`src/seq_pkg.sv`:
```
// package: step sequencer constants, register map and carrier types
package seq_pkg;
  // register byte offsets
  localparam logic [7:0] CTRL_OFF     = 8'h00;
  localparam logic [7:0] STATUS_OFF   = 8'h04;
  localparam logic [7:0] BTE_OFF      = 8'h08;
  localparam logic [7:0] T0LIM_OFF    = 8'h0c;
  localparam logic [7:0] T1LIM_OFF    = 8'h10;
  localparam logic [7:0] SDLIM_OFF    = 8'h14;
  localparam logic [7:0] C0LIM_OFF    = 8'h18;
  localparam logic [7:0] C1LIM_OFF    = 8'h1c;
  localparam logic [7:0] HOLD_OFF     = 8'h20;
  localparam logic [7:0] ADJ_OFF      = 8'h24;
  localparam logic [7:0] LIT0_OFF     = 8'h28;
  localparam logic [7:0] QPTR_OFF     = 8'h2c;
  localparam logic [7:0] CNT_OFF      = 8'h30;
  localparam logic [7:0] ADCSEL_OFF   = 8'h34;
  localparam logic [7:0] QUEUE_OFF    = 8'h40;
  localparam logic [7:0] QUEUE_END    = 8'h7c;
  // control bit positions
  localparam int CTRL_EN_BIT   = 0;
  localparam int CTRL_START_BIT= 1;
  localparam int CTRL_SWT_BIT  = 2;
  localparam int CTRL_SDEN_BIT = 3;
  // command codes (upper nibble)
  localparam logic [3:0] CMD_CONTROL = 4'h0;
  localparam logic [3:0] CMD_ADDCOPY = 4'h1;
  localparam logic [2:0] CMD_STROBE  = 3'h1;
  localparam logic [3:0] CMD_WAITHI  = 4'h4;
  localparam logic [3:0] CMD_WAITLO  = 4'h5;
  localparam logic [3:0] CMD_IRQ     = 4'h7;
  localparam logic [2:0] CMD_TRIG    = 3'h4;
  localparam logic [2:0] CMD_JUMP    = 3'h5;
  localparam logic [2:0] CMD_LOOP0   = 3'h6;
  localparam logic [2:0] CMD_LOOP1   = 3'h7;
  // control operands
  localparam logic [3:0] OPT_SD_OFF  = 4'h2;
  localparam logic [3:0] OPT_SD_ON   = 4'h6;
  localparam logic [3:0] OPT_TMR0    = 4'h8;
  localparam logic [3:0] OPT_TMR1    = 4'h9;
  localparam logic [3:0] OPT_SWT     = 4'hb;
  localparam logic [3:0] OPT_CPY_C0  = 4'hc;
  localparam logic [3:0] OPT_CPY_C1  = 4'hd;
  localparam logic [3:0] OPT_CPY_L0  = 4'he;
  localparam logic [3:0] OPT_BCAST   = 4'hf;
  localparam logic [3:0] OPT_IRQ_MAX = 4'h3;
  localparam logic [2:0] TGT_LAST    = 3'h5;
  localparam logic [1:0] RESP_OKAY   = 2'b00;
  localparam logic [1:0] RESP_SLVERR = 2'b10;
  localparam logic [15:0] REG_RESET  = 16'h0000;

  // decoded step byte
  typedef struct packed {
    logic [3:0] cmd;
    logic [3:0] opt;
  } step_t;

  // one pulse bundle toward the peripherals
  typedef struct packed {
    logic [31:0] trig;
    logic [3:0]  irq;
  } pulse_t;

  typedef enum logic [1:0] {
    ST_IDLE,
    ST_EXEC,
    ST_WAIT,
    ST_DELAY
  } seq_state_t;
endpackage

```
`src/step_sequencer.sv`:
```
// step command sequencer: queue, decoder, executor and register slave
// Overview of operation
// - step byte is command nibble over operand nibble; code 0000 does control actions
// - code 0001 operands 0-5 add adjust value to a limit or literal
// - operands 8-13 copy hold value to the same six targets
// - codes 001x write five-bit value into adc channel select field
// - code 0100 waits for rising edge on selected trigger input
// - code 0101 waits for falling edge on selected trigger input
// - reserved codes and operands execute as a step with no effect
// - code 0111 raises interrupt 0 to 3; higher operands reserved
// - codes 100x pulse one of 32 trigger outputs
// - codes 101x load queue pointer with five-bit target
// - codes 110x loop on counter 0 until it equals its limit
// - codes 111x same loop using counter 1 and its limit
// - control 0010 disables step delay timer, 0110 enables it
// - control 1000/1001 start timer 0/1 and wait for its limit
// - control 1011 waits for software trigger bit rising
// - control 1100-1110 copy counter 0, counter 1 or literal to adc select
// - control 1111 pulses all broadcast enabled trigger outputs at once
// - edge wait operand selects one of 16 peripheral sources
// - outputs 0-12 feed compare, capture and adc triggers
// - outputs 16-19 sync pwm time bases
// - outputs 26-31 feed logic cells and remap inputs; others reserved
// - with delay enabled each step that does not wait lasts delay limit plus one clock
// - queue holds 32 bytes, two per 16-bit word, even step low
// - while enabled and started, configuration registers are read-only
module step_sequencer
  import seq_pkg::*;
#(
  parameter int DW = 16
) (
  input  wire logic        CLK_I,
  input  wire logic        RESET_N_I,
  input  wire logic [7:0]  AWADDR_I,
  input  wire logic        AWVALID_I,
  output logic             AWREADY_O,
  input  wire logic [31:0] WDATA_I,
  input  wire logic [3:0]  WSTRB_I,
  input  wire logic        WVALID_I,
  output logic             WREADY_O,
  output logic [1:0]       BRESP_O,
  output logic             BVALID_O,
  input  wire logic        BREADY_I,
  input  wire logic [7:0]  ARADDR_I,
  input  wire logic        ARVALID_I,
  output logic             ARREADY_O,
  output logic [31:0]      RDATA_O,
  output logic [1:0]       RRESP_O,
  output logic             RVALID_O,
  input  wire logic        RREADY_I,
  input  wire logic [15:0] TRIG_SRC_I,
  output logic [31:0]      TRIG_OUT_O,
  output logic [3:0]       IRQ_OUT_O,
  output logic [5:0]       ADC_CHANNEL_SELECT_O,
  output logic             BUSY_O
);
  // ---- state
  logic [DW-1:0] t0lim_reg, t1lim_reg, sdlim_reg, c0lim_reg, c1lim_reg;
  logic [DW-1:0] hold_reg, adj_reg, lit0_reg, c0_reg, c1_reg, sdcnt_reg;
  logic [31:0]   bte_reg;
  logic [15:0]   queue_reg [16];
  logic [4:0]    qptr_reg;
  logic [3:0]    ctrl_reg;
  logic          sd_en_reg;
  logic [5:0]    adcsel_reg;
  pulse_t        pulse_reg;
  seq_state_t    state_reg;
  logic [15:0]   src_prev_reg;
  logic          swt_prev_reg;
  logic          waited_reg;
  logic          awtaken_reg, wtaken_reg, bvalid_reg;
  logic          awready_reg, wready_reg;
  logic [7:0]    awaddr_reg;
  logic [31:0]   wdata_reg;
  logic          arready_reg, rvalid_reg;
  logic [31:0]   rdata_reg;
  logic [1:0]    rresp_reg, bresp_reg;

  // ---- decode of the current step byte
  wire logic          running  = ctrl_reg[CTRL_EN_BIT] & ctrl_reg[CTRL_START_BIT];
  wire logic          locked   = running;
  wire logic [15:0]   qword    = queue_reg[qptr_reg[4:1]];
  wire step_t         step     = qptr_reg[0] ? qword[15:8] : qword[7:0];
  wire logic [4:0]    imm5     = {step.cmd[0], step.opt};
  wire logic [4:0]    qnext    = qptr_reg + 5'h01;
  wire logic          is_ctrl  = step.cmd == CMD_CONTROL;
  wire logic          is_wait  = (step.cmd == CMD_WAITHI) || (step.cmd == CMD_WAITLO) ||
                                 (is_ctrl && (step.opt == OPT_TMR0 || step.opt == OPT_TMR1 ||
                                              step.opt == OPT_SWT));
  wire logic          src_now  = TRIG_SRC_I[step.opt];
  wire logic          src_old  = src_prev_reg[step.opt];
  wire logic          rise_hit = src_now & ~src_old;
  wire logic          fall_hit = ~src_now & src_old;
  wire logic          swt_hit  = ctrl_reg[CTRL_SWT_BIT] & ~swt_prev_reg;
  wire logic          t0_done, t1_done;
  wire logic          t0_start = (state_reg == ST_EXEC) && is_ctrl && step.opt == OPT_TMR0;
  wire logic          t1_start = (state_reg == ST_EXEC) && is_ctrl && step.opt == OPT_TMR1;
  wire logic          wait_met = (step.cmd == CMD_WAITHI) ? rise_hit :
                                 (step.cmd == CMD_WAITLO) ? fall_hit :
                                 (step.opt == OPT_TMR0)   ? t0_done  :
                                 (step.opt == OPT_TMR1)   ? t1_done  : swt_hit;
  wire logic          loop0_hit = c0_reg == c0lim_reg;
  wire logic          loop1_hit = c1_reg == c1lim_reg;
  // pointer after the step: jumps and loops whose counter is not yet at its limit load imm5, everything else advances
  wire logic [4:0]    qptr_after =
      (step.cmd[3:1] == CMD_JUMP)                 ? imm5 :
      (step.cmd[3:1] == CMD_LOOP0 && !loop0_hit)  ? imm5 :
      (step.cmd[3:1] == CMD_LOOP1 && !loop1_hit)  ? imm5 :
      qnext;

  step_timer #(.W(DW)) u_timer0 (
    .clk_i     (CLK_I),
    .reset_n_i (RESET_N_I),
    .start_i   (t0_start),
    .limit_i   (t0lim_reg),
    .done_o    (t0_done)
  );
  step_timer #(.W(DW)) u_timer1 (
    .clk_i     (CLK_I),
    .reset_n_i (RESET_N_I),
    .start_i   (t1_start),
    .limit_i   (t1lim_reg),
    .done_o    (t1_done)
  );

  // ---- bus write decode; sequencer updates take priority only when locked
  wire logic       wr_fire  = awtaken_reg & wtaken_reg & ~bvalid_reg;
  wire logic       wr_cfg   = wr_fire & ~locked;
  wire logic       wr_queue = (awaddr_reg >= QUEUE_OFF) && (awaddr_reg <= QUEUE_END);
  wire logic [3:0] wr_qidx  = 4'(awaddr_reg[7:2] - QUEUE_OFF[7:2]);
  wire logic [DW-1:0] wval  = wdata_reg[DW-1:0];
  wire logic       wr_known = wr_queue || awaddr_reg <= ADCSEL_OFF;
  // step completes this cycle (exec or wait satisfied) and delay is not pending
  wire logic       exec_now = state_reg == ST_EXEC;
  wire logic       step_end = (exec_now && !is_wait) || (state_reg == ST_WAIT && wait_met);
  wire logic       do_step  = exec_now; // side effects happen once, on entry
  wire logic       add_op   = do_step && step.cmd == CMD_ADDCOPY && !step.opt[3] &&
                              step.opt[2:0] <= TGT_LAST;
  wire logic       cpy_op   = do_step && step.cmd == CMD_ADDCOPY && step.opt[3] &&
                              step.opt[2:0] <= TGT_LAST;
  wire logic [DW-1:0] tgt_cur [6] = '{c0lim_reg, c1lim_reg, t0lim_reg, t1lim_reg, sdlim_reg, lit0_reg};
  wire logic [DW-1:0] op_val = add_op ? DW'(tgt_cur[step.opt[2:0]] + adj_reg) : hold_reg;
  wire logic [5:0] tgt_hit  = (add_op || cpy_op) ? 6'(6'h01 << step.opt[2:0]) : 6'h00;

  // ---- sequencer state machine
  always_ff @(posedge CLK_I) begin
    if (!RESET_N_I) begin
      state_reg <= ST_IDLE;
      qptr_reg  <= '0;
      sdcnt_reg <= '0;
    end else begin
      unique case (state_reg)
        ST_IDLE:  if (running) state_reg <= ST_EXEC;
        ST_EXEC, ST_WAIT: begin
          if (!running) begin
            state_reg <= ST_IDLE;
          end else if (step_end) begin
            qptr_reg <= qptr_after;
            if (sd_en_reg && sdlim_reg != '0) begin
              sdcnt_reg <= DW'(1);
              state_reg <= ST_DELAY;
            end else begin
              state_reg <= ST_EXEC;
            end
          end else if (exec_now) begin
            state_reg <= ST_WAIT;
          end
        end
        ST_DELAY: begin
          if (!running) state_reg <= ST_IDLE;
          else if (sdcnt_reg >= sdlim_reg) state_reg <= ST_EXEC;
          else sdcnt_reg <= sdcnt_reg + DW'(1);
        end
      endcase
      if (!running && wr_cfg && awaddr_reg == QPTR_OFF) qptr_reg <= wval[4:0];
    end
  end

  // ---- edge history of the trigger sources and the software bit
  always_ff @(posedge CLK_I) begin
    if (!RESET_N_I) begin
      src_prev_reg <= '0;
      swt_prev_reg <= 1'b0;
      waited_reg   <= 1'b0;
    end else begin
      src_prev_reg <= TRIG_SRC_I;
      swt_prev_reg <= ctrl_reg[CTRL_SWT_BIT];
      waited_reg   <= state_reg == ST_WAIT;
    end
  end

  // ---- limit registers: step writes when running, bus writes otherwise
  always_ff @(posedge CLK_I) begin
    if (!RESET_N_I) begin
      {c0lim_reg, c1lim_reg, t0lim_reg, t1lim_reg, sdlim_reg, lit0_reg} <= '0;
      {hold_reg, adj_reg} <= '0;
      bte_reg <= '0;
    end else begin
      if (tgt_hit[0]) c0lim_reg <= op_val;
      if (tgt_hit[1]) c1lim_reg <= op_val;
      if (tgt_hit[2]) t0lim_reg <= op_val;
      if (tgt_hit[3]) t1lim_reg <= op_val;
      if (tgt_hit[4]) sdlim_reg <= op_val;
      if (tgt_hit[5]) lit0_reg  <= op_val;
      if (wr_cfg) begin
        unique case (awaddr_reg)
          C0LIM_OFF: c0lim_reg <= wval;
          C1LIM_OFF: c1lim_reg <= wval;
          T0LIM_OFF: t0lim_reg <= wval;
          T1LIM_OFF: t1lim_reg <= wval;
          SDLIM_OFF: sdlim_reg <= wval;
          LIT0_OFF:  lit0_reg  <= wval;
          HOLD_OFF:  hold_reg  <= wval;
          ADJ_OFF:   adj_reg   <= wval;
          BTE_OFF:   bte_reg   <= wdata_reg;
          default: ;
        endcase
      end
    end
  end

  // ---- queue storage; every word clears to REG_RESET (zero) on reset
  always_ff @(posedge CLK_I) begin
    if (!RESET_N_I) begin
      for (int i = 0; i < 16; i++) queue_reg[i] <= REG_RESET;
    end else if (wr_cfg && wr_queue) begin
      queue_reg[wr_qidx] <= wdata_reg[15:0];
    end
  end

  // ---- control register, delay enable, loop counters, adc select, pulses
  always_ff @(posedge CLK_I) begin
    if (!RESET_N_I) begin
      ctrl_reg   <= '0;
      sd_en_reg  <= 1'b0;
      c0_reg     <= '0;
      c1_reg     <= '0;
      adcsel_reg <= '0;
      pulse_reg  <= '0;
    end else begin
      pulse_reg <= '0;
      if (wr_fire && awaddr_reg == CTRL_OFF) begin
        ctrl_reg <= wdata_reg[3:0]; // control stays writable to allow stop
        if (!locked) sd_en_reg <= wdata_reg[CTRL_SDEN_BIT];
      end
      if (do_step) begin
        if (is_ctrl && step.opt == OPT_SD_OFF) sd_en_reg <= 1'b0;
        if (is_ctrl && step.opt == OPT_SD_ON)  sd_en_reg <= 1'b1;
        if (is_ctrl && step.opt == OPT_CPY_C0) adcsel_reg <= c0_reg[5:0];
        if (is_ctrl && step.opt == OPT_CPY_C1) adcsel_reg <= c1_reg[5:0];
        if (is_ctrl && step.opt == OPT_CPY_L0) adcsel_reg <= lit0_reg[5:0];
        if (is_ctrl && step.opt == OPT_BCAST)  pulse_reg.trig <= bte_reg;
        if (step.cmd[3:1] == CMD_STROBE) adcsel_reg <= {1'b0, imm5};
        if (step.cmd == CMD_IRQ && step.opt <= OPT_IRQ_MAX)
          pulse_reg.irq <= 4'(4'h1 << step.opt[1:0]);
        if (step.cmd[3:1] == CMD_TRIG)
          pulse_reg.trig <= 32'(32'h1 << imm5);
        if (step.cmd[3:1] == CMD_LOOP0) c0_reg <= loop0_hit ? '0 : c0_reg + DW'(1);
        if (step.cmd[3:1] == CMD_LOOP1) c1_reg <= loop1_hit ? '0 : c1_reg + DW'(1);
      end
      if (wr_cfg && awaddr_reg == CNT_OFF) begin
        c0_reg <= '0;
        c1_reg <= '0;
      end
    end
  end

  // ---- AXI4-Lite write channel: address and data in either order
  always_ff @(posedge CLK_I) begin
    if (!RESET_N_I) begin
      awready_reg <= 1'b0;
      wready_reg  <= 1'b0;
      awtaken_reg <= 1'b0;
      wtaken_reg  <= 1'b0;
      bvalid_reg  <= 1'b0;
      bresp_reg   <= RESP_OKAY;
      awaddr_reg  <= '0;
      wdata_reg   <= '0;
    end else begin
      // ready is a one-cycle registered pulse; items are taken only at their handshake edge
      awready_reg <= AWVALID_I && !awready_reg && !awtaken_reg && !bvalid_reg;
      wready_reg  <= WVALID_I && !wready_reg && !wtaken_reg && !bvalid_reg;
      if (AWVALID_I && awready_reg) begin
        awtaken_reg <= 1'b1;
        awaddr_reg  <= {AWADDR_I[7:2], 2'b00};
      end
      if (WVALID_I && wready_reg) begin
        wtaken_reg <= 1'b1;
        wdata_reg  <= WDATA_I;
      end
      if (wr_fire) begin
        bvalid_reg  <= 1'b1;
        bresp_reg   <= wr_known ? RESP_OKAY : RESP_SLVERR;
        awtaken_reg <= 1'b0;
        wtaken_reg  <= 1'b0;
      end else if (bvalid_reg && BREADY_I) begin
        bvalid_reg <= 1'b0;
      end
    end
  end

  // ---- AXI4-Lite read channel
  wire logic [7:0]  ra     = {ARADDR_I[7:2], 2'b00};
  wire logic        rd_q   = (ra >= QUEUE_OFF) && (ra <= QUEUE_END);
  wire logic [3:0]  rd_qi  = 4'(ra[7:2] - QUEUE_OFF[7:2]);
  wire logic [31:0] status = {21'h0, waited_reg, sd_en_reg, state_reg, 1'b0, qptr_reg, running};
  wire logic [31:0] rd_val =
      rd_q               ? {16'h0, queue_reg[rd_qi]} :
      ra == CTRL_OFF     ? {28'h0, ctrl_reg} :
      ra == STATUS_OFF   ? status :
      ra == BTE_OFF      ? bte_reg :
      ra == T0LIM_OFF    ? {16'h0, t0lim_reg} :
      ra == T1LIM_OFF    ? {16'h0, t1lim_reg} :
      ra == SDLIM_OFF    ? {16'h0, sdlim_reg} :
      ra == C0LIM_OFF    ? {16'h0, c0lim_reg} :
      ra == C1LIM_OFF    ? {16'h0, c1lim_reg} :
      ra == HOLD_OFF     ? {16'h0, hold_reg} :
      ra == ADJ_OFF      ? {16'h0, adj_reg} :
      ra == LIT0_OFF     ? {16'h0, lit0_reg} :
      ra == QPTR_OFF     ? {27'h0, qptr_reg} :
      ra == CNT_OFF      ? {c1_reg, c0_reg} :
      ra == ADCSEL_OFF   ? {26'h0, adcsel_reg} : 32'h0;
  wire logic        rd_ok  = rd_q || ra <= ADCSEL_OFF;

  always_ff @(posedge CLK_I) begin
    if (!RESET_N_I) begin
      arready_reg <= 1'b0;
      rvalid_reg  <= 1'b0;
      rdata_reg   <= '0;
      rresp_reg   <= RESP_OKAY;
    end else begin
      arready_reg <= ARVALID_I && !arready_reg && !rvalid_reg;
      // data follows the address handshake, never precedes it
      if (ARVALID_I && arready_reg) begin
        rvalid_reg <= 1'b1;
        rdata_reg  <= rd_val;
        rresp_reg  <= rd_ok ? RESP_OKAY : RESP_SLVERR;
      end else if (rvalid_reg && RREADY_I) begin
        rvalid_reg <= 1'b0;
      end
    end
  end

  // ---- outputs straight from flip-flops
  assign AWREADY_O            = awready_reg;
  assign WREADY_O             = wready_reg;
  assign BVALID_O             = bvalid_reg;
  assign BRESP_O              = bresp_reg;
  assign ARREADY_O            = arready_reg;
  assign RVALID_O             = rvalid_reg;
  assign RDATA_O              = rdata_reg;
  assign RRESP_O              = rresp_reg;
  assign TRIG_OUT_O           = pulse_reg.trig;
  assign IRQ_OUT_O            = pulse_reg.irq;
  assign ADC_CHANNEL_SELECT_O = adcsel_reg;
  assign BUSY_O               = waited_reg;

  // ---- assertions
  property p_trig_onehot;
    @(posedge CLK_I) disable iff (!RESET_N_I)
      (do_step && step.cmd[3:1] == CMD_TRIG) |=> $onehot(TRIG_OUT_O);
  endproperty
  a_trig_onehot: assert property (p_trig_onehot) else $error("trigger pulse not one-hot");

  property p_trig_short;
    @(posedge CLK_I) disable iff (!RESET_N_I)
      (TRIG_OUT_O != '0) |=> (TRIG_OUT_O == '0) || $past(do_step);
  endproperty
  a_trig_short: assert property (p_trig_short) else $error("trigger held too long");

  property p_irq_range;
    @(posedge CLK_I) disable iff (!RESET_N_I)
      (do_step && step.cmd == CMD_IRQ && step.opt > OPT_IRQ_MAX) |=> IRQ_OUT_O == 4'h0;
  endproperty
  a_irq_range: assert property (p_irq_range) else $error("reserved irq operand fired");

  property p_jump;
    @(posedge CLK_I) disable iff (!RESET_N_I)
      (exec_now && running && step.cmd[3:1] == CMD_JUMP) |=> qptr_reg == $past(imm5);
  endproperty
  a_jump: assert property (p_jump) else $error("jump target not loaded");

  property p_advance;
    @(posedge CLK_I) disable iff (!RESET_N_I)
      (step_end && running && !step.cmd[3]) |=> qptr_reg == $past(qnext);
  endproperty
  a_advance: assert property (p_advance) else $error("pointer did not advance");

  property p_strobe;
    @(posedge CLK_I) disable iff (!RESET_N_I)
      (do_step && step.cmd[3:1] == CMD_STROBE) |=> ADC_CHANNEL_SELECT_O == {1'b0, $past(imm5)};
  endproperty
  a_strobe: assert property (p_strobe) else $error("channel select not written");

  property p_lock;
    @(posedge CLK_I) disable iff (!RESET_N_I)
      (locked && wr_fire && awaddr_reg == HOLD_OFF) |=> $stable(hold_reg);
  endproperty
  a_lock: assert property (p_lock) else $error("locked register changed");

  property p_sd_off;
    @(posedge CLK_I) disable iff (!RESET_N_I)
      (do_step && is_ctrl && step.opt == OPT_SD_OFF) |=> !sd_en_reg;
  endproperty
  a_sd_off: assert property (p_sd_off) else $error("delay timer not disabled");
endmodule

```
`src/step_timer.sv`:
```
// general timer that runs from start until it matches its limit
module step_timer
  import seq_pkg::*;
#(
  parameter int W = 16
) (
  input  wire logic         clk_i,
  input  wire logic         reset_n_i,
  input  wire logic         start_i,
  input  wire logic [W-1:0] limit_i,
  output logic              done_o
);
  logic [W-1:0] count_reg;
  logic         run_reg;

  // count up from zero; done is a one-cycle pulse on match
  always_ff @(posedge clk_i) begin
    if (!reset_n_i) begin
      count_reg <= '0;
      run_reg   <= 1'b0;
    end else if (start_i) begin
      count_reg <= '0;
      run_reg   <= 1'b1;
    end else if (run_reg) begin
      if (count_reg == limit_i) begin
        run_reg <= 1'b0;
      end else begin
        count_reg <= count_reg + W'(1);
      end
    end
  end

  assign done_o = run_reg && (count_reg == limit_i) && !start_i;
endmodule
```
`config.mk`:
```
export PLATFORM = sky130hd
export DESIGN_NAME = step_sequencer
export DESIGN_NICKNAME = d
export VERILOG_FILES = /design/src/seq_pkg.sv /design/src/step_sequencer.sv /design/src/step_timer.sv
export SDC_FILE = /design/constraint.sdc
export NUM_CORES = 2
export LEC_CHECK = 0
export ABC_AREA = 1
export BUFFER_PORTS_ARGS = -buffer_cell sky130_fd_sc_hd__buf_2
export CAP_MARGIN = 15
export CORE_MARGIN = 8
export CORE_UTILIZATION = 60
export CTS_CLUSTER_SIZE = 24
export DETAILED_ROUTE_END_ITERATION = 10
export PLACE_DENSITY = 0.78
export SETUP_SLACK_MARGIN = 0.02
export SYNTH_ARGS = -nofsm -noshare
export SYNTH_HDL_FRONTEND = slang
export SYNTH_HIERARCHICAL = 1
export SYNTH_SLANG_ARGS = --single-unit
```
`constraint.sdc`:
```
create_clock -name CLK_I -period 4.9 [get_ports CLK_I]
set_input_delay 0 -clock CLK_I [delete_from_list [all_inputs] [get_ports CLK_I]]
set_output_delay 0 -clock CLK_I [all_outputs]
set_load 0.005 [all_outputs]
```
### After elaboration in Yosys (flattened, before gate mapping)

Memory sizes are Yosys's and may differ from the RTL's. A register that Yosys moved wholly into a read port is not among the register bits.
Cells that the tools add are included.
Widths: inputs -> output; s select.

* $lt $le $gt $ge: 11
* reduce and logical (&&, ||, !) cells: 98
* shifts and indexed selects: 3
* equality and inequality tests: 57
* muxes and demuxes: 102
* add/sub/neg operators: 9
* bitwise logic cells: 16

Operators by type and width (count)
* $mux 32: 16
* $mux 16: 29
* $add 16x1->16 const B: 5
* $eq 6x4->1 const B: 11
* $eq 16x16->1: 4
* $bmux 16 s3: 1
* $eq 6x3->1 const B: 8
* $logic_and 1x1->1: 45
* $mux 6: 6
* $mux 5: 7
* $pmux 16 s2: 1
* $shl 1x5->32 const A: 1
* $eq 4x4->1 const B: 7
* $mux 1: 26
* $eq 6x2->1 const B: 4
* $mux 2: 9
* $reduce_and 2->1: 9
* $add 16x16->16: 1
* $eq 4x3->1 const B: 4
* $ge 16x16->1: 1
* $ge 8x7->1 const B: 2
* $le 8x6->1 const B: 2
* $le 8x7->1 const B: 2
* $logic_not 8->1: 2
* other kinds (36): 93

* word-level logic and storage cells: 335
* memories kept: 1
* memory bits (writable): 256
* input bits: 75
* register bits after elaboration: 395

Memory list
* queue_reg: words 16, bits a word 16, read ports 2, clocked after Yosys merged registers in 1, wr ports 16, line step_sequencer.sv:61 `logic [15:0] queue_reg [16];`

### Longest topological paths before layout

* word-level depth: 18
* gate-level depth with buffers: 35
* depth with buffers taken out: 30

### By module

Netlist, hierarchy kept.

By module, submodules not included
* step_sequencer: instances 1, cells each 4122, seq. area each 14954.3 um^2, area each 32276.0 um^2
* step_timer: instances 2, cells each 225, seq. area each 340.3 um^2, area each 1199.9 um^2

### Least setup slack after synthesis

Ideal clock, no wire load.

* path type: reg-to-reg
* from: register with a tool-made name
* to: register c0lim_reg[12]
* path buffers: 5
* arrival time: 4.349 ns
* clock period less this slack: 4.444 ns
* required time: 4.805 ns
* setup slack: 0.456 ns
* cell stages (with the launch flop): 35
* path through: dfxtp_1 buf_4 inv_2 buf_6 buf_4 nand3_1 nand3_1 nand2_1 nand2_1 nand3_2 nand2_4 nand2_1 inv_2 clkbuf_1 buf_1 nand2_1 o221ai_1 o22ai_1 ha_1 fa_1 nand3_1 nand2_1 a31oi_1 o21ai_0 nand2_1 nand2_1 a21oi_1 o21ai_0 nand2_1 inv_1 o21ai_0 o21ai_0 inv_1 nand2_1 a221oi_1

RTL lines
* end signal: assignment: line step_sequencer.sv:199 `if (tgt_hit[0]) c0lim_reg <= op_val;`
* end signal: assignment: line step_sequencer.sv:207 `C0LIM_OFF: c0lim_reg <= wval;`
* end: declaration: line step_sequencer.sv:58 `logic [DW-1:0] t0lim_reg, t1lim_reg, sdlim_reg, c0lim_reg, c1lim_reg;`

==> metrics <==
status=complete, no violations; HP Class=primary input to flip-flop; Antenna Nets Post-Route=0; H-tree levels=3; I/O pin total=between 150 and 200; Least-Margin Pin Slew=roughly 1.2 ns; GRT overflow=0; Core ar.=57480 um^2; Avg WL per Cell=25.45 um; worst-path fanout max=46; FMAX=210.5 MHz; final-stage net count=4849; Slew Limit Fails=0; register area share after synthesis=0.4509; syn avg cell area=7.584 um^2; Global Route Usage Sum=0.4100; Synth Instances=between 4k and 5k; end of the worst register-to-register path=qptr_reg[2]; initial core utilization=0.6033; DR pass1 iterations=7; Critical Path RT=5.41 ns; peak supply drop=0.3596 mV; FP Rows=approximately 90; root buffer cell=clkbuf_16; CTS tree=done; Ys Warns=6; clk buf depth=3; number of global-route vias before repair=33.37k; Post-synth ARST share=0; Routability Congestion=1.038; Min-Delay Endpoint=ARREADY_O; Area Growth Syn to Fin=14.27%; post-route cell area=39620 um^2; worst skew pair latency=roughly 0.64 ns; total die area=65740 um^2; beginning of the worst hold path=ARVALID_I; Mapped Area=around 35000 um^2; Worst Skew=around 0.03 ns; Yosys reg bits=653; critical path endpoint category=flip-flop; first-pass GRT wire length=208200 um; top cell type's share of synthesized area=0.2292; top-count cell post-synth=nand2_1; Die Ht=256.4 um; clock buffer count from CTS=71; routed length on met3=21860 um; final setup fails=0; DRT met1 WL=52800 um; Synth top cells by count=1006 x nand2_1, 565 x nor2_1, 424 x a21oi_1; worst hold path cell count=4; routed via count=36.09k; final WL=141200 um; die width=256.4 um; Critical Path AT=5.26 ns; antenna violations before repair=4; top layer in use=met5; Max Cap Viol=0; largest net degree at the start of global routing=93; Post-DP HPWL=about 95000 um; max FFs per register=~260; IO Port Bufs=148; DR vias/cell=6.504; most frequently used flop master after synthesis=dfxtp_1; Worst setup SP type=flip-flop; met2 routed WL=58210 um; distinct cell type count after synthesis=61; DRC=0; Reg clk slew, reported paths=roughly 0.07 ns; Post-DP Area=36140 um^2; biggest area consumer among synthesized cells=dfxtp_1; final hold viol count=0; Power Dens Cells=313.3 nW/um^2; share of cells above drive strength 1=0.1066; r2r setup slk=0.15 ns; Sink Count=approximately 650; synth top area cells=dfxtp_1 23%, edfxtp_1 22%, nand2_1 11%; Initial DRC Count=5345; Final Cycle Share=0.9696; slew margin rel.=0.2067; static leakage power=15.11 nW; FF-to-FF path depth=23; Layout Utilization=0.6894; minimum clock period after layout=4.751 ns; RSZ-0062 raised after global routing=true; Post-synth EDFFs=256; kind of critical path=flip-flop to flip-flop
## layout make-up
cell class | instances | area, um^2
diodes | 1 | 2.502
clock buffers | 102 | 2069
clock inverters | 27 | 311.5
fillers | 4715 | 17850
inverters | 402 | 1529
multi-input cells | 3227 | 16330
flip-flops and latches | 653 | 15640
well taps | 765 | 957.2
repair buffers | 370 | 2766
repair inverters | 2 | 20.02
## critical path: stages, from the launching register on
cell and delay (ns):
dfxtp_4 0.48, buf_16 0.19, buf_6 0.37, a21oi_1 0.13
o21ai_1 0.11, nand3_1 0.25, nand2_1 0.18, nand2_1 0.06
nand3_1 0.08, nand2_2 0.17, nor2_4 0.40, nand2_1 0.36
nor2_1 0.36, nor3_1 0.11, or2_0 0.26, nand2_1 0.08
inv_1 0.04, a21oi_1 0.11, nand2_1 0.07, nand3_2 0.08
nand2_2 0.07, nand3_2 0.18, nand3_1 0.13, a21oi_2 0.30
## per-layer routing
metal  vias to the layer above  global-route usage
li1                      15900                   -
met1                     16780              0.5481
met2                      2865              0.5919
met3                       533              0.1314
met4                         6              0.2083
met5                         -                   0
## what timing repair did
item,4_1_cts,5_1_grt
setup buffers,0,2
hold buffers,79,0
gates resized for setup,0,33
setup endpoints to repair,0,68
hold endpoints to repair,93,0
## logic make-up after synthesis
kind of cell             Yosys count  share of synthesized area
buffers and inverters            693                    0.08169
adder cells (fa/ha/maj)           47                    0.01718
other                              1                  0.0001081
XOR/XNOR                          49                    0.01238
flip-flops                       653                     0.4509
AND/OR/NAND/NOR                 1995                     0.2401
AO/OA/AOI/OAI                   1134                     0.1976
## placed cells by master (no fill, tap or decap), types with 13 or more instances in the layout
cell              n
nor3_1           37
a31oi_1          33
nor2_2           13
ha_1             46
buf_4           131
xor2_1           33
clkbuf_16        76
a211oi_1         26
o21ai_1          26
o2111ai_1        13
a21oi_1         422
nand2_2          16
o211ai_1         67
inv_2            14
a22oi_1          86
o22ai_1          26
a221oi_1         92
buf_2           147
dlygate4sd3_1    79
clkbuf_1         15
xnor2_1          16
edfxtp_1        256
inv_1           366
dfxtp_1         395
nand2_1        1001
nand3_1         252
nor4_1           17
nand4_1          44
o221ai_1         14
nor2_1          560
clkinv_1         18
o21ai_0         284
## through the flow
stage	power, mW	hold WS [ns]	cells	setup slack, ns	setup TNS [ns]
2_1_floorplan	6.495	0.09345	4573	0.4561	0
5_1_grt	12.66	0.1890	5548	-0.01707	-0.01707
4_1_cts	12.33	0.08536	5536	0.03858	0
3_3_place_gp	6.850	0.1933	5328	0.1187	0
6_report	12.41	0.1812	5549	0.1487	0
3_5_place_dp	6.862	0.1945	5328	0.06546	0
## worst max path at each step
stage                    from             to  slack (ns)  cells after the start
floorplan           flip-flop  c0lim_reg[12]        0.46                     34
global route        flip-flop  sdlim_reg[15]       -0.02                     30
global placement    flip-flop  t0lim_reg[15]        0.12                     29
finish              flip-flop    qptr_reg[2]        0.15                     23
CTS                 flip-flop  t0lim_reg[15]        0.04                     29
detailed placement  flip-flop  t0lim_reg[15]        0.07                     29
## where the power goes
group / internal [mW] / switching, mW
combinational: 0.281 / 0.749
sequential: 5.75 / 0.0882
clock: 3.18 / 2.36
Note: power is estimated with default switching activity, not from simulation.
